==> config.mk <==
export PLATFORM = sky130hd
export DESIGN_NAME = oims_top
export DESIGN_NICKNAME = d
export VERILOG_FILES = /design/src/design/oims_pkg.sv /design/src/design/oims_sync.sv /design/src/design/oims_top.sv
export VERILOG_INCLUDE_DIRS = /design/src /design/src/design
export SDC_FILE = /design/constraint.sdc
export NUM_CORES = 1
export LEC_CHECK = 0
export ABC_AREA = 1
export BUFFER_PORTS_ARGS = -buffer_cell sky130_fd_sc_hd__buf_2
export CORE_ASPECT_RATIO = 0.8
export CORE_MARGIN = 5
export CORE_UTILIZATION = 30
export DETAILED_ROUTE_END_ITERATION = 10
export GPL_TIMING_DRIVEN = 0
export PLACE_DENSITY = 0.55
export SLEW_MARGIN = 20
export SYNTH_ARGS = -nofsm -noshare
export SYNTH_HDL_FRONTEND = slang
export SYNTH_SLANG_ARGS = --single-unit
==> constraint.sdc <==
create_clock -name pclk -period 2.53 [get_ports pclk]
set_clock_uncertainty 0.05 [all_clocks]
set_input_delay 0.3795 -clock pclk [delete_from_list [all_inputs] [get_ports pclk]]
set_output_delay 0.3795 -clock pclk [all_outputs]
set_load 0.05 [all_outputs]
==> src/design/oims_consts.svh <==
// Function
// - Fault code: 0 none, 1 short, 2 current range, 3 supply, 4 link, 5 clock, 74 heat.
// - Identity reads zero while the slot is empty.
// - Identity shows the fitted module's code, 0 to 599, read only.
// - A newly fitted category loads that category's default settings.
// - Save only after 1000 is written and stop/reset; option code stored too.
// - Power-up compares fitted module with stored code; mismatch or missing trips.
// - Software version reads major.minor 00.00 to 99.99, plus a sub-version field.
// - Loop loss flag sets in analog modes 2 to 5 when current below 3mA.
// - Loop loss flag may be chosen as a digital output source.
// - Each of three inputs has a read-only state bit, 1 meaning active.
// - Inputs use positive logic only, with no polarity setting.
// - Each input has an invert bit complementing the value sent to its destination.
// - Relay state reads 0 de-energized and 1 energized.
// - Relay invert bit, default 0, inverts the relay drive sense.
// - Daylight bit 0 keeps normal clock time, 1 presents time one hour ahead.
// - A detected module fault is written as its reason into the fault status only while it reads zero (or on drive reset); the highest priority fault wins.
// - Drive reset clears the fault status back to zero.
`ifndef OIMS_CONSTS_SVH
`define OIMS_CONSTS_SVH

`define OIMS_ADDR_W 8
`define OIMS_OFS_IDENTITY 8'h00
`define OIMS_OFS_SW_VERSION 8'h04
`define OIMS_OFS_SUB_VERSION 8'h08
`define OIMS_OFS_FAULT 8'h0c
`define OIMS_OFS_LOOP_LOSS 8'h10
`define OIMS_OFS_IN_ONE_STATE 8'h14
`define OIMS_OFS_IN_TWO_STATE 8'h18
`define OIMS_OFS_IN_THREE_STATE 8'h1c
`define OIMS_OFS_RELAY_STATE 8'h20
`define OIMS_OFS_IN_ONE_INV 8'h24
`define OIMS_OFS_IN_TWO_INV 8'h28
`define OIMS_OFS_IN_THREE_INV 8'h2c
`define OIMS_OFS_RELAY_INV 8'h30
`define OIMS_OFS_DAYLIGHT 8'h34
`define OIMS_OFS_SAVE_CMD 8'h38
`define OIMS_OFS_ANALOG_MODE 8'h3c
`define OIMS_OFS_DOUT_SEL 8'h40
`define OIMS_OFS_IRQ_STATUS 8'h44
`define OIMS_OFS_IRQ_MASK 8'h48
`define OIMS_OFS_TRIPS 8'h4c

`define OIMS_SAVE_KEY 16'h03e8
`define OIMS_LOOP_MIN_UA 16'h0bb8
`define OIMS_LOOP_MODE_LO 3'h2
`define OIMS_LOOP_MODE_HI 3'h5
`define OIMS_HOUR_MAX 5'h17
`define OIMS_DAY_MIN 3'h1
`define OIMS_DAY_MAX 3'h7

`define OIMS_IRQ_FAULT 0
`define OIMS_IRQ_LOOP 1
`define OIMS_IRQ_CHANGED 2
`define OIMS_IRQ_ABSENT 3
`define OIMS_IRQ_CATEGORY 4
`define OIMS_IRQ_INPUT 5

`define OIMS_RST_INVERT 1'h0
`define OIMS_RST_RELAY_INV 1'h0
`define OIMS_RST_DAYLIGHT 1'h0

`endif

==> src/design/oims_pkg.sv <==
package oims_pkg;

	typedef enum logic [6:0] {
		OIMS_FLT_NONE = 7'h00,
		OIMS_FLT_SHORT = 7'h01,
		OIMS_FLT_CURRENT = 7'h02,
		OIMS_FLT_SUPPLY = 7'h03,
		OIMS_FLT_LINK = 7'h04,
		OIMS_FLT_CLOCK = 7'h05,
		OIMS_FLT_OVERTEMP = 7'h4a
	} oims_fault_t;

	typedef enum logic [1:0] {
		OIMS_PH_CHECK = 2'b00,
		OIMS_PH_RUN = 2'b01
	} oims_phase_t;

	typedef struct packed {
		oims_phase_t phase_r;
		logic [9:0] module_id_r;
		logic [13:0] sw_version_r;
		logic [6:0] sub_version_r;
		oims_fault_t fault_r;
		logic loop_loss_r;
		logic [2:0] in_state_r;
		logic relay_state_r;
		logic [2:0] in_invert_r;
		logic relay_invert_r;
		logic daylight_r;
		logic [15:0] save_cmd_r;
		logic [2:0] analog_mode_r;
		logic dout_select_r;
		logic [5:0] irq_status_r;
		logic [5:0] irq_mask_r;
		logic changed_trip_r;
		logic absent_trip_r;
		logic [31:0] prdata_r;
		logic pready_r;
		logic pslverr_r;
		logic irq_r;
		logic [2:0] in_route_r;
		logic relay_drive_r;
		logic dout_r;
		logic save_strobe_r;
		logic [9:0] save_code_r;
		logic load_defaults_r;
		logic [4:0] rtc_hours_r;
		logic [2:0] rtc_day_r;
		logic fault_trip_r;
	} oims_state_t;

endpackage

==> src/design/oims_sync.sv <==
`timescale 1ns/100ps
module oims_sync #(
	parameter int WIDTH = 3
) (
	input wire logic pclk,
	input wire logic presetn,
	input wire logic [WIDTH-1:0] d,
	output logic [WIDTH-1:0] q
);
	typedef struct packed {
		logic [WIDTH-1:0] meta_r;
		logic [WIDTH-1:0] sync_r;
	} oims_sync_t;

	oims_sync_t st_r;
	oims_sync_t st_nxt;

	generate
		if (WIDTH < 1) begin : g_chk
			$error("oims_sync: WIDTH must be at least 1");
		end
	endgenerate

	always_comb begin
		st_nxt = st_r;
		st_nxt.meta_r = d;
		st_nxt.sync_r = st_r.meta_r;
	end

	always_ff @(posedge pclk or negedge presetn) begin
		if (!presetn) begin
			st_r <= '0;
		end else begin
			st_r <= st_nxt;
		end
	end

	assign q = st_r.sync_r;
endmodule

==> src/design/oims_top.sv <==
`timescale 1ns/100ps
`include "oims_consts.svh"
module oims_top
	import oims_pkg::*;
#(
	parameter int N_INPUTS = 3,
	parameter int ID_MAX = 599
) (
	input wire logic pclk,
	input wire logic presetn,
	input wire logic psel,
	input wire logic penable,
	input wire logic pwrite,
	input wire logic [31:0] paddr,
	input wire logic [31:0] pwdata,
	output logic [31:0] prdata,
	output logic pready,
	output logic pslverr,
	output logic irq,
	input wire logic module_present,
	input wire logic [9:0] module_id_in,
	input wire logic [13:0] module_version_in,
	input wire logic [6:0] module_sub_version_in,
	input wire logic [9:0] stored_option_code,
	input wire logic stop_reset_press,
	input wire logic drive_reset,
	input wire logic fault_output_short,
	input wire logic fault_current_range,
	input wire logic fault_supply_overcurrent,
	input wire logic fault_serial_link,
	input wire logic fault_clock,
	input wire logic fault_overtemp,
	input wire logic [15:0] loop_current_ua,
	input wire logic input_terminal_one,
	input wire logic input_terminal_two,
	input wire logic input_terminal_three,
	input wire logic relay_source,
	input wire logic dout_source,
	input wire logic [4:0] rtc_hours_in,
	input wire logic [2:0] rtc_day_in,
	output logic input_route_one,
	output logic input_route_two,
	output logic input_route_three,
	output logic relay_terminal_drive,
	output logic digital_output,
	output logic save_strobe,
	output logic [9:0] save_option_code,
	output logic load_defaults,
	output logic [4:0] rtc_hours_out,
	output logic [2:0] rtc_day_out,
	output logic slot_module_fault_trip,
	output logic slot_module_changed_trip,
	output logic slot_module_absent_trip
);

	generate
		if (N_INPUTS != 3) begin : g_chk_inputs
			$error("oims_top: exactly three digital inputs are supported");
		end
		if (ID_MAX < 1 || ID_MAX > 1023) begin : g_chk_id
			$error("oims_top: ID_MAX must fit the 10-bit identity field");
		end
	endgenerate

	oims_state_t st_r;
	oims_state_t st_nxt;
	logic [2:0] in_sync;
	logic [`OIMS_ADDR_W-1:0] addr;
	logic setup_phase;
	logic access_done;
	logic [9:0] fitted_id;

	// Positive logic only: terminals are synchronised with no polarity option
	oims_sync #(
		.WIDTH(3)
	) oims_sync_i (
		.pclk(pclk),
		.presetn(presetn),
		.d({input_terminal_three, input_terminal_two, input_terminal_one}),
		.q(in_sync)
	);

	// Highest priority fault reason
	function automatic oims_fault_t fault_pick(
		input logic f_short,
		input logic f_current,
		input logic f_supply,
		input logic f_link,
		input logic f_clock,
		input logic f_heat
	);
		oims_fault_t code;
		code = OIMS_FLT_NONE;
		if (f_heat) begin
			code = OIMS_FLT_OVERTEMP;
		end else if (f_short) begin
			code = OIMS_FLT_SHORT;
		end else if (f_current) begin
			code = OIMS_FLT_CURRENT;
		end else if (f_supply) begin
			code = OIMS_FLT_SUPPLY;
		end else if (f_link) begin
			code = OIMS_FLT_LINK;
		end else if (f_clock) begin
			code = OIMS_FLT_CLOCK;
		end
		return code;
	endfunction

	// Identity of what sits in the slot; zero when empty or out of range
	function automatic logic [9:0] id_of(
		input logic present,
		input logic [9:0] raw
	);
		logic [9:0] id;
		id = 10'h000;
		if (present && (raw <= 10'(ID_MAX))) begin
			id = raw;
		end
		return id;
	endfunction

	// Register read mux
	function automatic logic [31:0] read_mux(
		input logic [`OIMS_ADDR_W-1:0] a,
		input oims_state_t s
	);
		logic [31:0] d;
		d = 32'h0000_0000;
		unique case (a)
			`OIMS_OFS_IDENTITY: d[9:0] = s.module_id_r;
			`OIMS_OFS_SW_VERSION: d[13:0] = s.sw_version_r;
			`OIMS_OFS_SUB_VERSION: d[6:0] = s.sub_version_r;
			`OIMS_OFS_FAULT: d[6:0] = s.fault_r;
			`OIMS_OFS_LOOP_LOSS: d[0] = s.loop_loss_r;
			`OIMS_OFS_IN_ONE_STATE: d[0] = s.in_state_r[0];
			`OIMS_OFS_IN_TWO_STATE: d[0] = s.in_state_r[1];
			`OIMS_OFS_IN_THREE_STATE: d[0] = s.in_state_r[2];
			`OIMS_OFS_RELAY_STATE: d[0] = s.relay_state_r;
			`OIMS_OFS_IN_ONE_INV: d[0] = s.in_invert_r[0];
			`OIMS_OFS_IN_TWO_INV: d[0] = s.in_invert_r[1];
			`OIMS_OFS_IN_THREE_INV: d[0] = s.in_invert_r[2];
			`OIMS_OFS_RELAY_INV: d[0] = s.relay_invert_r;
			`OIMS_OFS_DAYLIGHT: d[0] = s.daylight_r;
			`OIMS_OFS_SAVE_CMD: d[15:0] = s.save_cmd_r;
			`OIMS_OFS_ANALOG_MODE: d[2:0] = s.analog_mode_r;
			`OIMS_OFS_DOUT_SEL: d[0] = s.dout_select_r;
			`OIMS_OFS_IRQ_STATUS: d[5:0] = s.irq_status_r;
			`OIMS_OFS_IRQ_MASK: d[5:0] = s.irq_mask_r;
			`OIMS_OFS_TRIPS: d[1:0] = {s.absent_trip_r, s.changed_trip_r};
			default: d = 32'h0000_0000;
		endcase
		return d;
	endfunction

	function automatic logic mapped(
		input logic [31:0] a
	);
		logic ok;
		ok = (a[31:`OIMS_ADDR_W] == '0) && (a[1:0] == 2'b00)
			&& (a[`OIMS_ADDR_W-1:0] <= `OIMS_OFS_TRIPS);
		return ok;
	endfunction

	assign addr = paddr[`OIMS_ADDR_W-1:0];
	assign setup_phase = psel && !penable;
	assign access_done = psel && penable && st_r.pready_r;
	assign fitted_id = id_of(module_present, module_id_in);

	always_comb begin
		logic [5:0] ev;
		logic [5:0] clr;
		oims_fault_t new_fault;
		logic loop_low;
		logic new_cat;
		logic [4:0] hr;
		logic [2:0] dy;
		ev = 6'h00;
		clr = 6'h00;
		new_fault = OIMS_FLT_NONE;
		loop_low = 1'b0;
		new_cat = 1'b0;
		hr = rtc_hours_in;
		dy = rtc_day_in;
		st_nxt = st_r;
		st_nxt.save_strobe_r = 1'b0;
		st_nxt.load_defaults_r = 1'b0;

		// Drive reset clears trips; a power-up mismatch in the same cycle still trips
		if (drive_reset) begin
			st_nxt.changed_trip_r = 1'b0;
			st_nxt.absent_trip_r = 1'b0;
		end

		// Identity, version and power-up option check
		unique case (st_r.phase_r)
			OIMS_PH_CHECK: begin
				st_nxt.phase_r = OIMS_PH_RUN;
				st_nxt.module_id_r = fitted_id;
				if (stored_option_code != 10'h000 && fitted_id == 10'h000) begin
					st_nxt.absent_trip_r = 1'b1;
					ev[`OIMS_IRQ_ABSENT] = 1'b1;
				end else if (fitted_id != stored_option_code) begin
					st_nxt.changed_trip_r = 1'b1;
					ev[`OIMS_IRQ_CHANGED] = 1'b1;
					new_cat = 1'b1;
				end
			end
			OIMS_PH_RUN: begin
				st_nxt.module_id_r = fitted_id;
				if (fitted_id != 10'h000 && fitted_id != st_r.module_id_r) begin
					new_cat = 1'b1;
				end
			end
			default: st_nxt.phase_r = OIMS_PH_CHECK;
		endcase
		if (new_cat) begin
			st_nxt.load_defaults_r = 1'b1;
			st_nxt.in_invert_r = {3{`OIMS_RST_INVERT}};
			st_nxt.relay_invert_r = `OIMS_RST_RELAY_INV;
			st_nxt.daylight_r = `OIMS_RST_DAYLIGHT;
			st_nxt.analog_mode_r = 3'h0;
			st_nxt.dout_select_r = 1'b0;
			ev[`OIMS_IRQ_CATEGORY] = 1'b1;
		end
		if (module_present) begin
			st_nxt.sw_version_r = module_version_in;
			st_nxt.sub_version_r = module_sub_version_in;
		end else begin
			st_nxt.sw_version_r = 14'h0000;
			st_nxt.sub_version_r = 7'h00;
		end

		// Fault status: first reason held until drive reset
		new_fault = fault_pick(fault_output_short, fault_current_range,
			fault_supply_overcurrent, fault_serial_link, fault_clock, fault_overtemp);
		if (drive_reset) begin
			st_nxt.fault_r = OIMS_FLT_NONE;
		end
		if (new_fault != OIMS_FLT_NONE && (st_r.fault_r == OIMS_FLT_NONE || drive_reset)) begin
			st_nxt.fault_r = new_fault;
			ev[`OIMS_IRQ_FAULT] = 1'b1;
		end
		st_nxt.fault_trip_r = (st_nxt.fault_r != OIMS_FLT_NONE);

		// Current loop loss
		if (st_r.analog_mode_r >= `OIMS_LOOP_MODE_LO && st_r.analog_mode_r <= `OIMS_LOOP_MODE_HI) begin
			loop_low = (loop_current_ua < `OIMS_LOOP_MIN_UA);
		end
		st_nxt.loop_loss_r = loop_low;
		if (loop_low && !st_r.loop_loss_r) begin
			ev[`OIMS_IRQ_LOOP] = 1'b1;
		end
		st_nxt.dout_r = st_r.dout_select_r ? st_r.loop_loss_r : dout_source;

		// Digital inputs and routing
		st_nxt.in_state_r = in_sync;
		st_nxt.in_route_r = in_sync ^ st_r.in_invert_r;
		if (in_sync != st_r.in_state_r) begin
			ev[`OIMS_IRQ_INPUT] = 1'b1;
		end

		// Relay
		st_nxt.relay_drive_r = relay_source ^ st_r.relay_invert_r;
		st_nxt.relay_state_r = st_r.relay_drive_r;

		// Clock presentation
		if (st_r.daylight_r) begin
			if (rtc_hours_in >= `OIMS_HOUR_MAX) begin
				hr = 5'h00;
				dy = (rtc_day_in >= `OIMS_DAY_MAX) ? `OIMS_DAY_MIN : 3'(rtc_day_in + 3'h1);
			end else begin
				hr = 5'(rtc_hours_in + 5'h01);
			end
		end
		st_nxt.rtc_hours_r = hr;
		st_nxt.rtc_day_r = dy;

		// Parameter save on stop/reset after key
		if (stop_reset_press && st_r.save_cmd_r == `OIMS_SAVE_KEY) begin
			st_nxt.save_strobe_r = 1'b1;
			st_nxt.save_code_r = st_r.module_id_r;
			st_nxt.save_cmd_r = 16'h0000;
		end

		// APB slave: no wait states, answer in first access cycle
		st_nxt.pready_r = setup_phase;
		if (setup_phase) begin
			st_nxt.prdata_r = read_mux(addr, st_r);
			st_nxt.pslverr_r = !mapped(paddr);
		end
		if (access_done) begin
			st_nxt.pslverr_r = 1'b0;
			st_nxt.prdata_r = 32'h0000_0000;
			if (!pwrite && addr == `OIMS_OFS_IRQ_STATUS) begin
				clr = st_r.irq_status_r;
			end
			if (pwrite && mapped(paddr)) begin
				unique case (addr)
					`OIMS_OFS_IN_ONE_INV: st_nxt.in_invert_r[0] = pwdata[0];
					`OIMS_OFS_IN_TWO_INV: st_nxt.in_invert_r[1] = pwdata[0];
					`OIMS_OFS_IN_THREE_INV: st_nxt.in_invert_r[2] = pwdata[0];
					`OIMS_OFS_RELAY_INV: st_nxt.relay_invert_r = pwdata[0];
					`OIMS_OFS_DAYLIGHT: st_nxt.daylight_r = pwdata[0];
					`OIMS_OFS_SAVE_CMD: st_nxt.save_cmd_r = pwdata[15:0];
					`OIMS_OFS_ANALOG_MODE: st_nxt.analog_mode_r = pwdata[2:0];
					`OIMS_OFS_DOUT_SEL: st_nxt.dout_select_r = pwdata[0];
					`OIMS_OFS_IRQ_MASK: st_nxt.irq_mask_r = pwdata[5:0];
					default: st_nxt.irq_mask_r = st_r.irq_mask_r;
				endcase
			end
		end

		// Sticky events, set wins over read-clear
		st_nxt.irq_status_r = (st_r.irq_status_r & ~clr) | ev;
		st_nxt.irq_r = |(st_nxt.irq_status_r & st_nxt.irq_mask_r);
	end

	always_ff @(posedge pclk or negedge presetn) begin
		if (!presetn) begin
			st_r <= '0;
		end else begin
			st_r <= st_nxt;
		end
	end

	assign prdata = st_r.prdata_r;
	assign pready = st_r.pready_r;
	assign pslverr = st_r.pslverr_r;
	assign irq = st_r.irq_r;
	assign input_route_one = st_r.in_route_r[0];
	assign input_route_two = st_r.in_route_r[1];
	assign input_route_three = st_r.in_route_r[2];
	assign relay_terminal_drive = st_r.relay_drive_r;
	assign digital_output = st_r.dout_r;
	assign save_strobe = st_r.save_strobe_r;
	assign save_option_code = st_r.save_code_r;
	assign load_defaults = st_r.load_defaults_r;
	assign rtc_hours_out = st_r.rtc_hours_r;
	assign rtc_day_out = st_r.rtc_day_r;
	assign slot_module_fault_trip = st_r.fault_trip_r;
	assign slot_module_changed_trip = st_r.changed_trip_r;
	assign slot_module_absent_trip = st_r.absent_trip_r;
endmodule

# [Word level (Yosys, flattened, before mapping)]
# Cells that the tools add are included.
[op_classes] n_div=0 n_addsub=2 magnitude_cmp=7 n_mux=64 n_bitwise=6 n_mul=0 shift=0 reduce_logical=32 eq_ne=24
[op_table] operator="equality test 8 x 6 -> 1 bit, second input constant" n=8
[op_table] operator="two-way mux 32 bit" n=2
[op_table] operator="two-way mux 25 bit" n=2
[op_table] operator="equality test 8 x 5 -> 1 bit, second input constant" n=4
[op_table] operator="equality test 8 x 7 -> 1 bit, second input constant" n=4
[op_table] operator="two-way mux 16 bit" n=2
[op_table] operator="two-way mux 6 bit" n=5
[op_table] operator="two-way mux 3 bit" n=9
[op_table] operator="logical NOT 24 bit" n=1
[op_table] operator="two-way mux 1 bit" n=21
[op_table] operator="two-way mux 21 bit" n=1
[op_table] operator="two-way mux 7 bit" n=3
[op_table] operator="case mux 3 bit (7 select lines)" n=1
[op_table] operator="inequality test 10 bit" n=2
[op_table] operator="case mux 1 bit (20 select lines)" n=1
[op_table] operator="nonzero test 10 bit" n=2
[op_table] operator="equality test 16 x 10 -> 1 bit, second input constant" n=1
[op_table] operator="equality test 8 x 4 -> 1 bit, second input constant" n=2
[op_table] operator="< comparator 16 x 12 -> 1 bit, second input constant" n=1
[op_table] operator="two-way mux 5 bit" n=3
[op_table] operator="logical AND 1 bit" n=14
[op_table] operator="nonzero test 7 bit" n=2
[op_table] operator="bitwise AND 6 bit" n=2
[op_table] operator="two-way mux 11 bit" n=1
[op_table] operator="other kinds (34)" n=41
[word_totals] mem_count=0 reg_bits=151 ram_bits=0 elab_cells=168 in_bits=148 mem_bits_ro=0 latch_bits=0 out_inout_bits=63

# [Depth between registers and ports, before layout]
# Gate-level depths: netlist (run 1).
[logic_depth] word_depth=12 ltp_mapped=17 mapped_depth_nobuf=16

# [Cells and area by module]
# From an unflattened synthesis (run 1), not the netlist that was laid out.
[hier_totals] hier_cells=837 area_unflattened_um2=7014.2
[modules_own_cells] module="oims_top" area_per_inst_um2=6864.1 cells_each=831 n_inst=1 seq_area_each_um2=3203.1
[modules_own_cells] module="oims_sync" area_per_inst_um2=150.1 cells_each=6 n_inst=1 seq_area_each_um2=150.1

# [Worst setup path after synthesis (run 1)]
# No wires, ideal clock.
[synth_timing] path_type="flip-flop to flip-flop" from="register st_r (netlist bit pready)" to="register st_r[84] (netlist name)" path_slack_ns=0.487 synth_period_minus_slack_ns=2.043 arrival_time_ns=1.875 n_path_buf=1 stages_incl_launch_ff=9 setup_time_ns=0.118 path_cell_list="dfrtp_1 -> nand3_1 -> nor2_1 -> nand2_1 -> inv_1 -> nand2_2 -> buf_2 -> nand3_1 -> nand2_1"
[synth_lines] item="from (decl)" line_no="oims_top.sv:65" source="oims_state_t st_r;"
[synth_lines] item="from (signal assigned)" line_no="oims_top.sv:323" source="st_r <= st_nxt;"

==> results of run 1 <==
## synthesized netlist by cell type (2+ instances only)
master	count	area, sq um
nand2_1	214	803
dfrtp_1	134	3350
inv_1	112	420
nor2_1	55	206
buf_4	50	375
nand3_1	50	250
o21ai_0	40	200
nand4_1	28	175
a21oi_1	11	55.1
xor2_1	9	78.8
a221oi_1	8	70.1
clkbuf_1	8	30.0
a22o_1	7	61.3
nor3_1	6	30.0
nor4_1	6	37.5
o21ai_2	6	52.6
buf_2	5	25.0
mux2_2	5	56.3
o21ai_1	5	25.0
xnor2_1	5	43.8
nand2_2	4	25.0
nand2_4	4	45.0
o211ai_1	4	30.0
a32o_1	3	30.0
ha_1	3	37.5
nor2_2	3	18.8
nor2_4	3	33.8
a211oi_1	2	15.0
buf_1	2	7.51
conb_1	2	7.51
inv_2	2	7.51
mux2i_1	2	20.0
nand3_2	2	20.0
o2111ai_1	2	17.5
o31ai_1	2	15.0
or2_2	2	12.5
## per-stage QoR
step | total power, W | std cells | hold slack [ns]
finish | 0.00541 | 1350 | 0.0789
global route | 0.00564 | 1350 | 0.0856
CTS | 0.00546 | 1349 | 0.00182
detailed placement | 0.00291 | 1314 | 0.237
global placement | 0.00290 | 1313 | 0.287
floorplan | 0.00264 | 834 | 0.0339
## how the worst max path moves through the flow
stage	slack, ns	endpoint	cells after the start
2_1_floorplan	0.49	st_r[84]	8
4_1_cts	0.12	prdata[9]	6
5_1_grt	0.02	irq	11
3_5_place_dp	-0.01	prdata[9]	7
6_report	0.29	irq	11
3_3_place_gp	-0.93	save_option_code[2]	1
## kinds of logic after synthesis
group / synth area share [%]
muxes: 1.12
xor gates and xnor gates: 1.80
DFF: 49.1
buffers and inverters: 12.8
AOI/OAI and AO/OA: 9.25
adders and majority gates: 0.550
and+or+nand+nor: 25.2
other: 0.110
## sequential cells by signal, indices dropped and copies added (netlist names), 3 cells and up
name and cells:
st_r 81, prdata 16, save_option_code 10, rtc_hours_out 5, oims_sync_i.q 3, oims_sync_i.st_nxt 3
rtc_day_out 3
## timing repair
action	4_1_cts	5_1_grt
endpoints found under the hold margin	44	1
endpoints found under the setup margin	0	13
hold buffers	3	1
resized for setup	0	2
## layout by cell type, fill, tap and decap left out, types with 3 or more instances in the layout
master	n
a221oi_1	8
dlygate4sd3_1	4
nor2_1	53
nand2_2	4
buf_2	177
inv_1	112
nor4_1	6
dfrtp_1	134
ha_1	3
mux2_2	5
buf_4	50
clkinv_2	4
o21ai_0	40
nor2_4	3
a21oi_1	11
o21ai_2	6
o211ai_1	4
nand2_1	214
bufinv_16	3
conb_1	17
inv_6	4
nand4_1	28
nand2_4	4
xnor2_1	5
clkinvlp_4	3
a22o_1	7
nor2_2	5
nor3_1	6
xor2_1	9
nand3_1	50
clkbuf_1	8
o21ai_1	5
a32o_1	3
clkbuf_16	17
## routing by layer
layer	track usage, %	up-vias	share of wire, %
li1	-	3015	-
met1	24.1	2603	51
met2	22.1	151	42
met3	4.34	25	5.8
met4	4.41	2	1.6
met5	0	-	0.064
## power breakdown
group / leakage [nW] / switching, W / internal, W
Sequential: 1.73 / 0.0000262 / 0.00221
Clock: 0.290 / 0.000982 / 0.00155
Combinational: 2.79 / 0.000437 / 0.000205
## worst register-to-register path, cell delays in order, from the launching register on
cell     delay, ns
dfrtp_1       0.34
nand3_1       0.39
inv_1         0.38
nand4_2       0.26
nand2_1       0.14
nand2_1       0.07
nand2_1       0.07
nand2_1       0.06
nor2_1        0.09
nand2_1       0.09
a21oi_2       0.10
nand2_1       0.07
## cell type report
class	count	area [sq um]
clock inverters	15	176
fillers	2350	13600
clock buffers	17	425
well taps	306	383
inverters	114	428
multi-input cells	520	2660
flip-flops and latches	134	3350
repair buffers	178	943
plain buffers	66	449
==> summary.md, run 1 <==
| Metric | Value |
|---|---|
| Row count | `49` |
| Final worst slack | `0.285 ns` |
| Port bufs | `approximately 170` |
| Worst endpoint required time | `2.79 ns` |
| Crit-path max cell delay | `0.39 ns` |
| GRT overflow | `0` |
| Synth warn | `0` |
| Full die area | `25,900 sq um` |
| Slew margin rel. | `between 50% and 60%` |
| First-pass GRT wire length | `31,900 um` |
| Largest net degree at the start of global routing | `93` |
| Via density | `4.29` |
| H-tree depth reported by CTS | `4` |
| DR WL/cell | `15.0 um` |
| Total GRT Usage | `around 16%` |
| Final Hold Vio Count | `0` |
| CTS clock-pin slew for the worst setup and hold paths | `0.06 ns` |
| Slowest CP cell | `nand3_1` |
| Post-Route Utilization | `39.3%` |
| Worst path cell trace | `nand3_1 -> inv_1 -> nand4_2 -> nand2_1 -> nand2_1 -> nand2_1 -> nand2_1 -> nor2_1 -> nand2_1 -> a21oi_2 -> nand2_1` |
| Initial antenna violation count | `1` |
| Worst flop-to-flop path startpoint | `pready` |
| Post-layout net count | `roughly 1,200` |
| Max Clk Rate | `446 MHz` |
| Maxcap violations | `0` |
| Crit share post-route | `between 80% and 90%` |
| Cell area power density | `between 600 and 700 nW/um^2` |
| Detailed Route WL | `about 20,000 um` |
| Post-DP HPWL | `between 15,000 and 20,000 um` |
| Final Wtd Congestion | `0.812` |
| Placed cell area | `8170 sq um` |
| Hold Crit Depth | `2` |
| Number of max-slew violations in the final report | `0` |
| Hold Path Sink | `relay_terminal_drive` |
| Layout Cell Area excl Fill | `8820 sq um` |
| Initial Utilization | `30.4%` |
| Die H | `145 um` |
| Reg-to-reg setup timing slack | `~0.29 ns` |
| CTS Buf Count | `17` |
| Worst VDD drop | `0.000526 V` |
| IO Pins | `211` |
| Worst R2R End | `irq` |
| Seq cells post-synth | `134` |
| Unrepaired setup endpoints after global routing | `no` |
| Iter 0 DRT Violations | `around 330` |
| Critical Path Source Type | `register` |
| Run status | `finished, final reports clean` |
| Avg Cell Area, Syn | `around 8.3 sq um` |
| Via count | `5,796` |
| Die width | `179 um` |
| Post-route ant nets | `0` |
| Crit Path Max Fanout | `9` |
| Vias in the first global route | `5,805` |
| Synthesized area | `6830 sq um` |
| Root buf cell | `clkbuf_16` |
| Yosys cell types | `49` |
| # diodes | `0` |
| Number of synthesized flops with an enable pin | `0` |
| Layout cells sized above 1 | `around 29%` |
| Worst path bufs/invs | `1` |
| TritonRoute pass-1 iters | `5` |
| WS Path Type | `register to register` |
| Post CTS Setup Buffer Count | `0` |
| Hold_sp | `relay_source` |
| Area of the core | `approximately 22,000 sq um` |
| Top FF cell, synth | `dfrtp_1` |
| Most frequent CP cell | `nand2_1` |
| Critical path's top delay family | `simple AND/OR/NAND/NOR gates` |
| Gate count of the mapped netlist | `819` |
| Leak Pwr | `between 4 and 5 nW` |
| TritonCTS clock tree | `built` |
| Final setup vio count | `0` |
| Clk_lat worst skew | `approximately 0.42 ns` |
| Sequential-to-total area share from yosys stat | `approximately half` |
| Worst R2R Path Depth | `11` |
| Worst Setup SP | `pready` |
| Period minus WS final | `2.24 ns` |
| DRC violations left | `0` |
| Critical path arrival | `2.50 ns` |
| Synth-to-layout area growth | `29.1%` |
| Buffer levels on the longest clock path | `2` |
| Clk sinks | `134` |
| Post-Place Setup Slack | `-0.0120 ns` |
| Hold/Removal Path Class | `primary input to register` |
| Worst-margin pin slew | `between 0.6 and 0.7 ns` |
| Ys async rst share | `100%` |
| Crit. End Element | `register` |
| Setup tns final | `0 ns` |
Power figures use the tool's default switching activity.
==> run 2, diff against run 1 <==
==> constraint.sdc (replaced) <==
create_clock -name pclk -period 2.6 [get_ports pclk]
set_clock_uncertainty 0.05 [all_clocks]
set_input_delay 0.39 -clock pclk [delete_from_list [all_inputs] [get_ports pclk]]
set_output_delay 0.39 -clock pclk [all_outputs]
set_load 0.05 [all_outputs]
==> summary.md, run 2 (synthesis gave the netlist of run 1 again) <==
| Metric | Value |
|---|---|
| TritonRoute pass-1 iters | `5` |
| Most frequent cells in the layout | `nand2_1, buf_2, dfrtp_1` |
| Number of max-slew violations in the final report | `0` |
| Crit share post-route | `89.4%` |
| Maxcap violations | `0` |
| Setup tns final | `0 ns` |
| Area of the core | `22,400 sq um` |
| Crit Path Max Fanout | `10` |
| Layout cells sized above 1 | `28.6%` |
| Clk_lat worst skew | `0.42 ns` |
| Initial antenna violation count | `1` |
| Buffer levels on the longest clock path | `2` |
| Worst flop-to-flop path startpoint | `pready` |
| Post_cts resized | `0` |
| Hold_buf cts | `1` |
| Worst R2R Path Depth | `6` |
| Post-DP HPWL | `around 16,000 um` |
| Hold Path Sink | `oims_sync_i.st_nxt[0]` |
| Post CTS Setup Buffer Count | `0` |
| Root buf cell | `clkbuf_16` |
| Vias in the first global route | `roughly 5,800` |
| Initial Utilization | `30.4%` |
| Hold Crit Depth | `1` |
| Fill cells | `approximately 2,400` |
| Critical Path Source Type | `register` |
| Unrepaired setup endpoints after global routing | `no` |
| Worst endpoint required time | `2.88 ns` |
| Reg-to-reg setup timing slack | `about 0.27 ns` |
| Post-layout net count | `around 1,200` |
| Final Wtd Congestion | `0.812` |
| Placed cell area | `8170 sq um` |
| Final setup vio count | `0` |
| GRT overflow | `0` |
| First-pass GRT wire length | `31,900 um` |
| Final non-filler cell total | `1,348` |
| Crit. End Element | `register` |
| Iter 0 DRT Violations | `351` |
| Final Hold Vio Count | `0` |
| Leak Pwr | `roughly 4.8 nW` |
| Port bufs | `173` |
| WS Path Type | `register to register` |
| Clk sinks | `between 100 and 150` |
| Die H | `145 um` |
| Cell area power density | `about 600 nW/um^2` |
| Largest net degree at the start of global routing | `93` |
| Run status | `finished, final reports clean` |
| Via density | `approximately 4.3` |
| Period minus WS final | `~2.3 ns` |
| CTS Buf Count | `17` |
| Detailed Route WL | `20,200 um` |
| Total GRT Usage | `15.9%` |
| Pwr Total | `0.00526 W` |
| Via count | `a little under 6,000` |
| CTS clock-pin slew for the worst setup and hold paths | `around 0.06 ns` |
| Max reg flops | `a little over 80` |
| H-tree depth reported by CTS | `4` |
| DR WL/cell | `15.0 um` |
| Row count | `49` |
| # diodes | `0` |
| DRC violations left | `0` |
| Largest Register | `st_r` |
| Worst R2R End | `prdata[9]` |
| Synth-to-layout area growth | `28.8%` |
| Hold_sp | `input_terminal_one` |
| Worst VDD drop | `0.000510 V` |
| IO Pins | `around 210` |
| Most common cell after layout, fill and taps aside | `nand2_1` |
| Post-route ant nets | `0` |
| Worst-margin pin slew | `0.683 ns` |
| Die width | `179 um` |
| Layout Cell Area excl Fill | `8790 sq um` |
| Slew margin rel. | `54.0%` |
| Hold/Removal Path Class | `primary input to register` |
| TritonCTS clock tree | `built` |
| Critical path arrival | `2.60 ns` |
| Placed Instances | `1,314` |
| Max Clk Rate | `430 MHz` |
| Post-Route Utilization | `around two fifths` |
| Full die area | `approximately 26,000 sq um` |
==> run 2: power by group <==
group	internal, W	switching [W]
logic	0.000197	0.000424
registers	0.00215	0.0000255
clock network	0.00151	0.000956
total	0.00386	0.00141
==> run 2: area by class of cell <==
type                    count  area, sq um  share of cell area (%)
flip-flops and latches    134         3350                    38.1
multi-input cells         520         2660                    30.2
repair buffers            176          923                    10.5
plain buffers              66          449                    5.11
inverters                 114          428                    4.87
clock buffers              17          425                    4.84
well taps                 306          383                    4.35
clock inverters            15          176                    2.01
==> run 2: metal layers <==
metal	GRT usage (%)	vias to the layer above	share of wire, %
met5	0	-	0.064
met4	4.41	2	1.5
met3	4.34	24	5.7
met2	22.1	150	42
met1	24.1	2600	51
li1	-	3012	-
==> run 2: metrics by stage <==
step	worst slack (ns)	hold WS, ns
6_report	0.275	0.0213
5_1_grt	0.0183	0.00398
4_1_cts	0.190	0.00590
3_5_place_dp	0.0475	0.248
3_3_place_gp	-0.871	0.287
2_1_floorplan	0.557	0.0444
==> run 2: worst max-delay path by stage <==
stage               slack [ns]  cells after the start                  end    start
detailed placement        0.05                      7            prdata[9]     psel
global route              0.02                      6            prdata[7]   pready
global placement         -0.87                      1  save_option_code[2]  presetn
floorplan                 0.56                      8             st_r[84]   pready
finish                    0.27                      6            prdata[9]   pready
CTS                       0.19                      6            prdata[9]   pready
==> run 2: critical path, stage by stage (launching register included) <==
cell	delay, ns
dfrtp_1	0.37
nand3_1	0.36
inv_1	0.25
nor2_1	0.58
clkbuf_1	0.43
nand2_1	0.10
o31ai_1	0.08
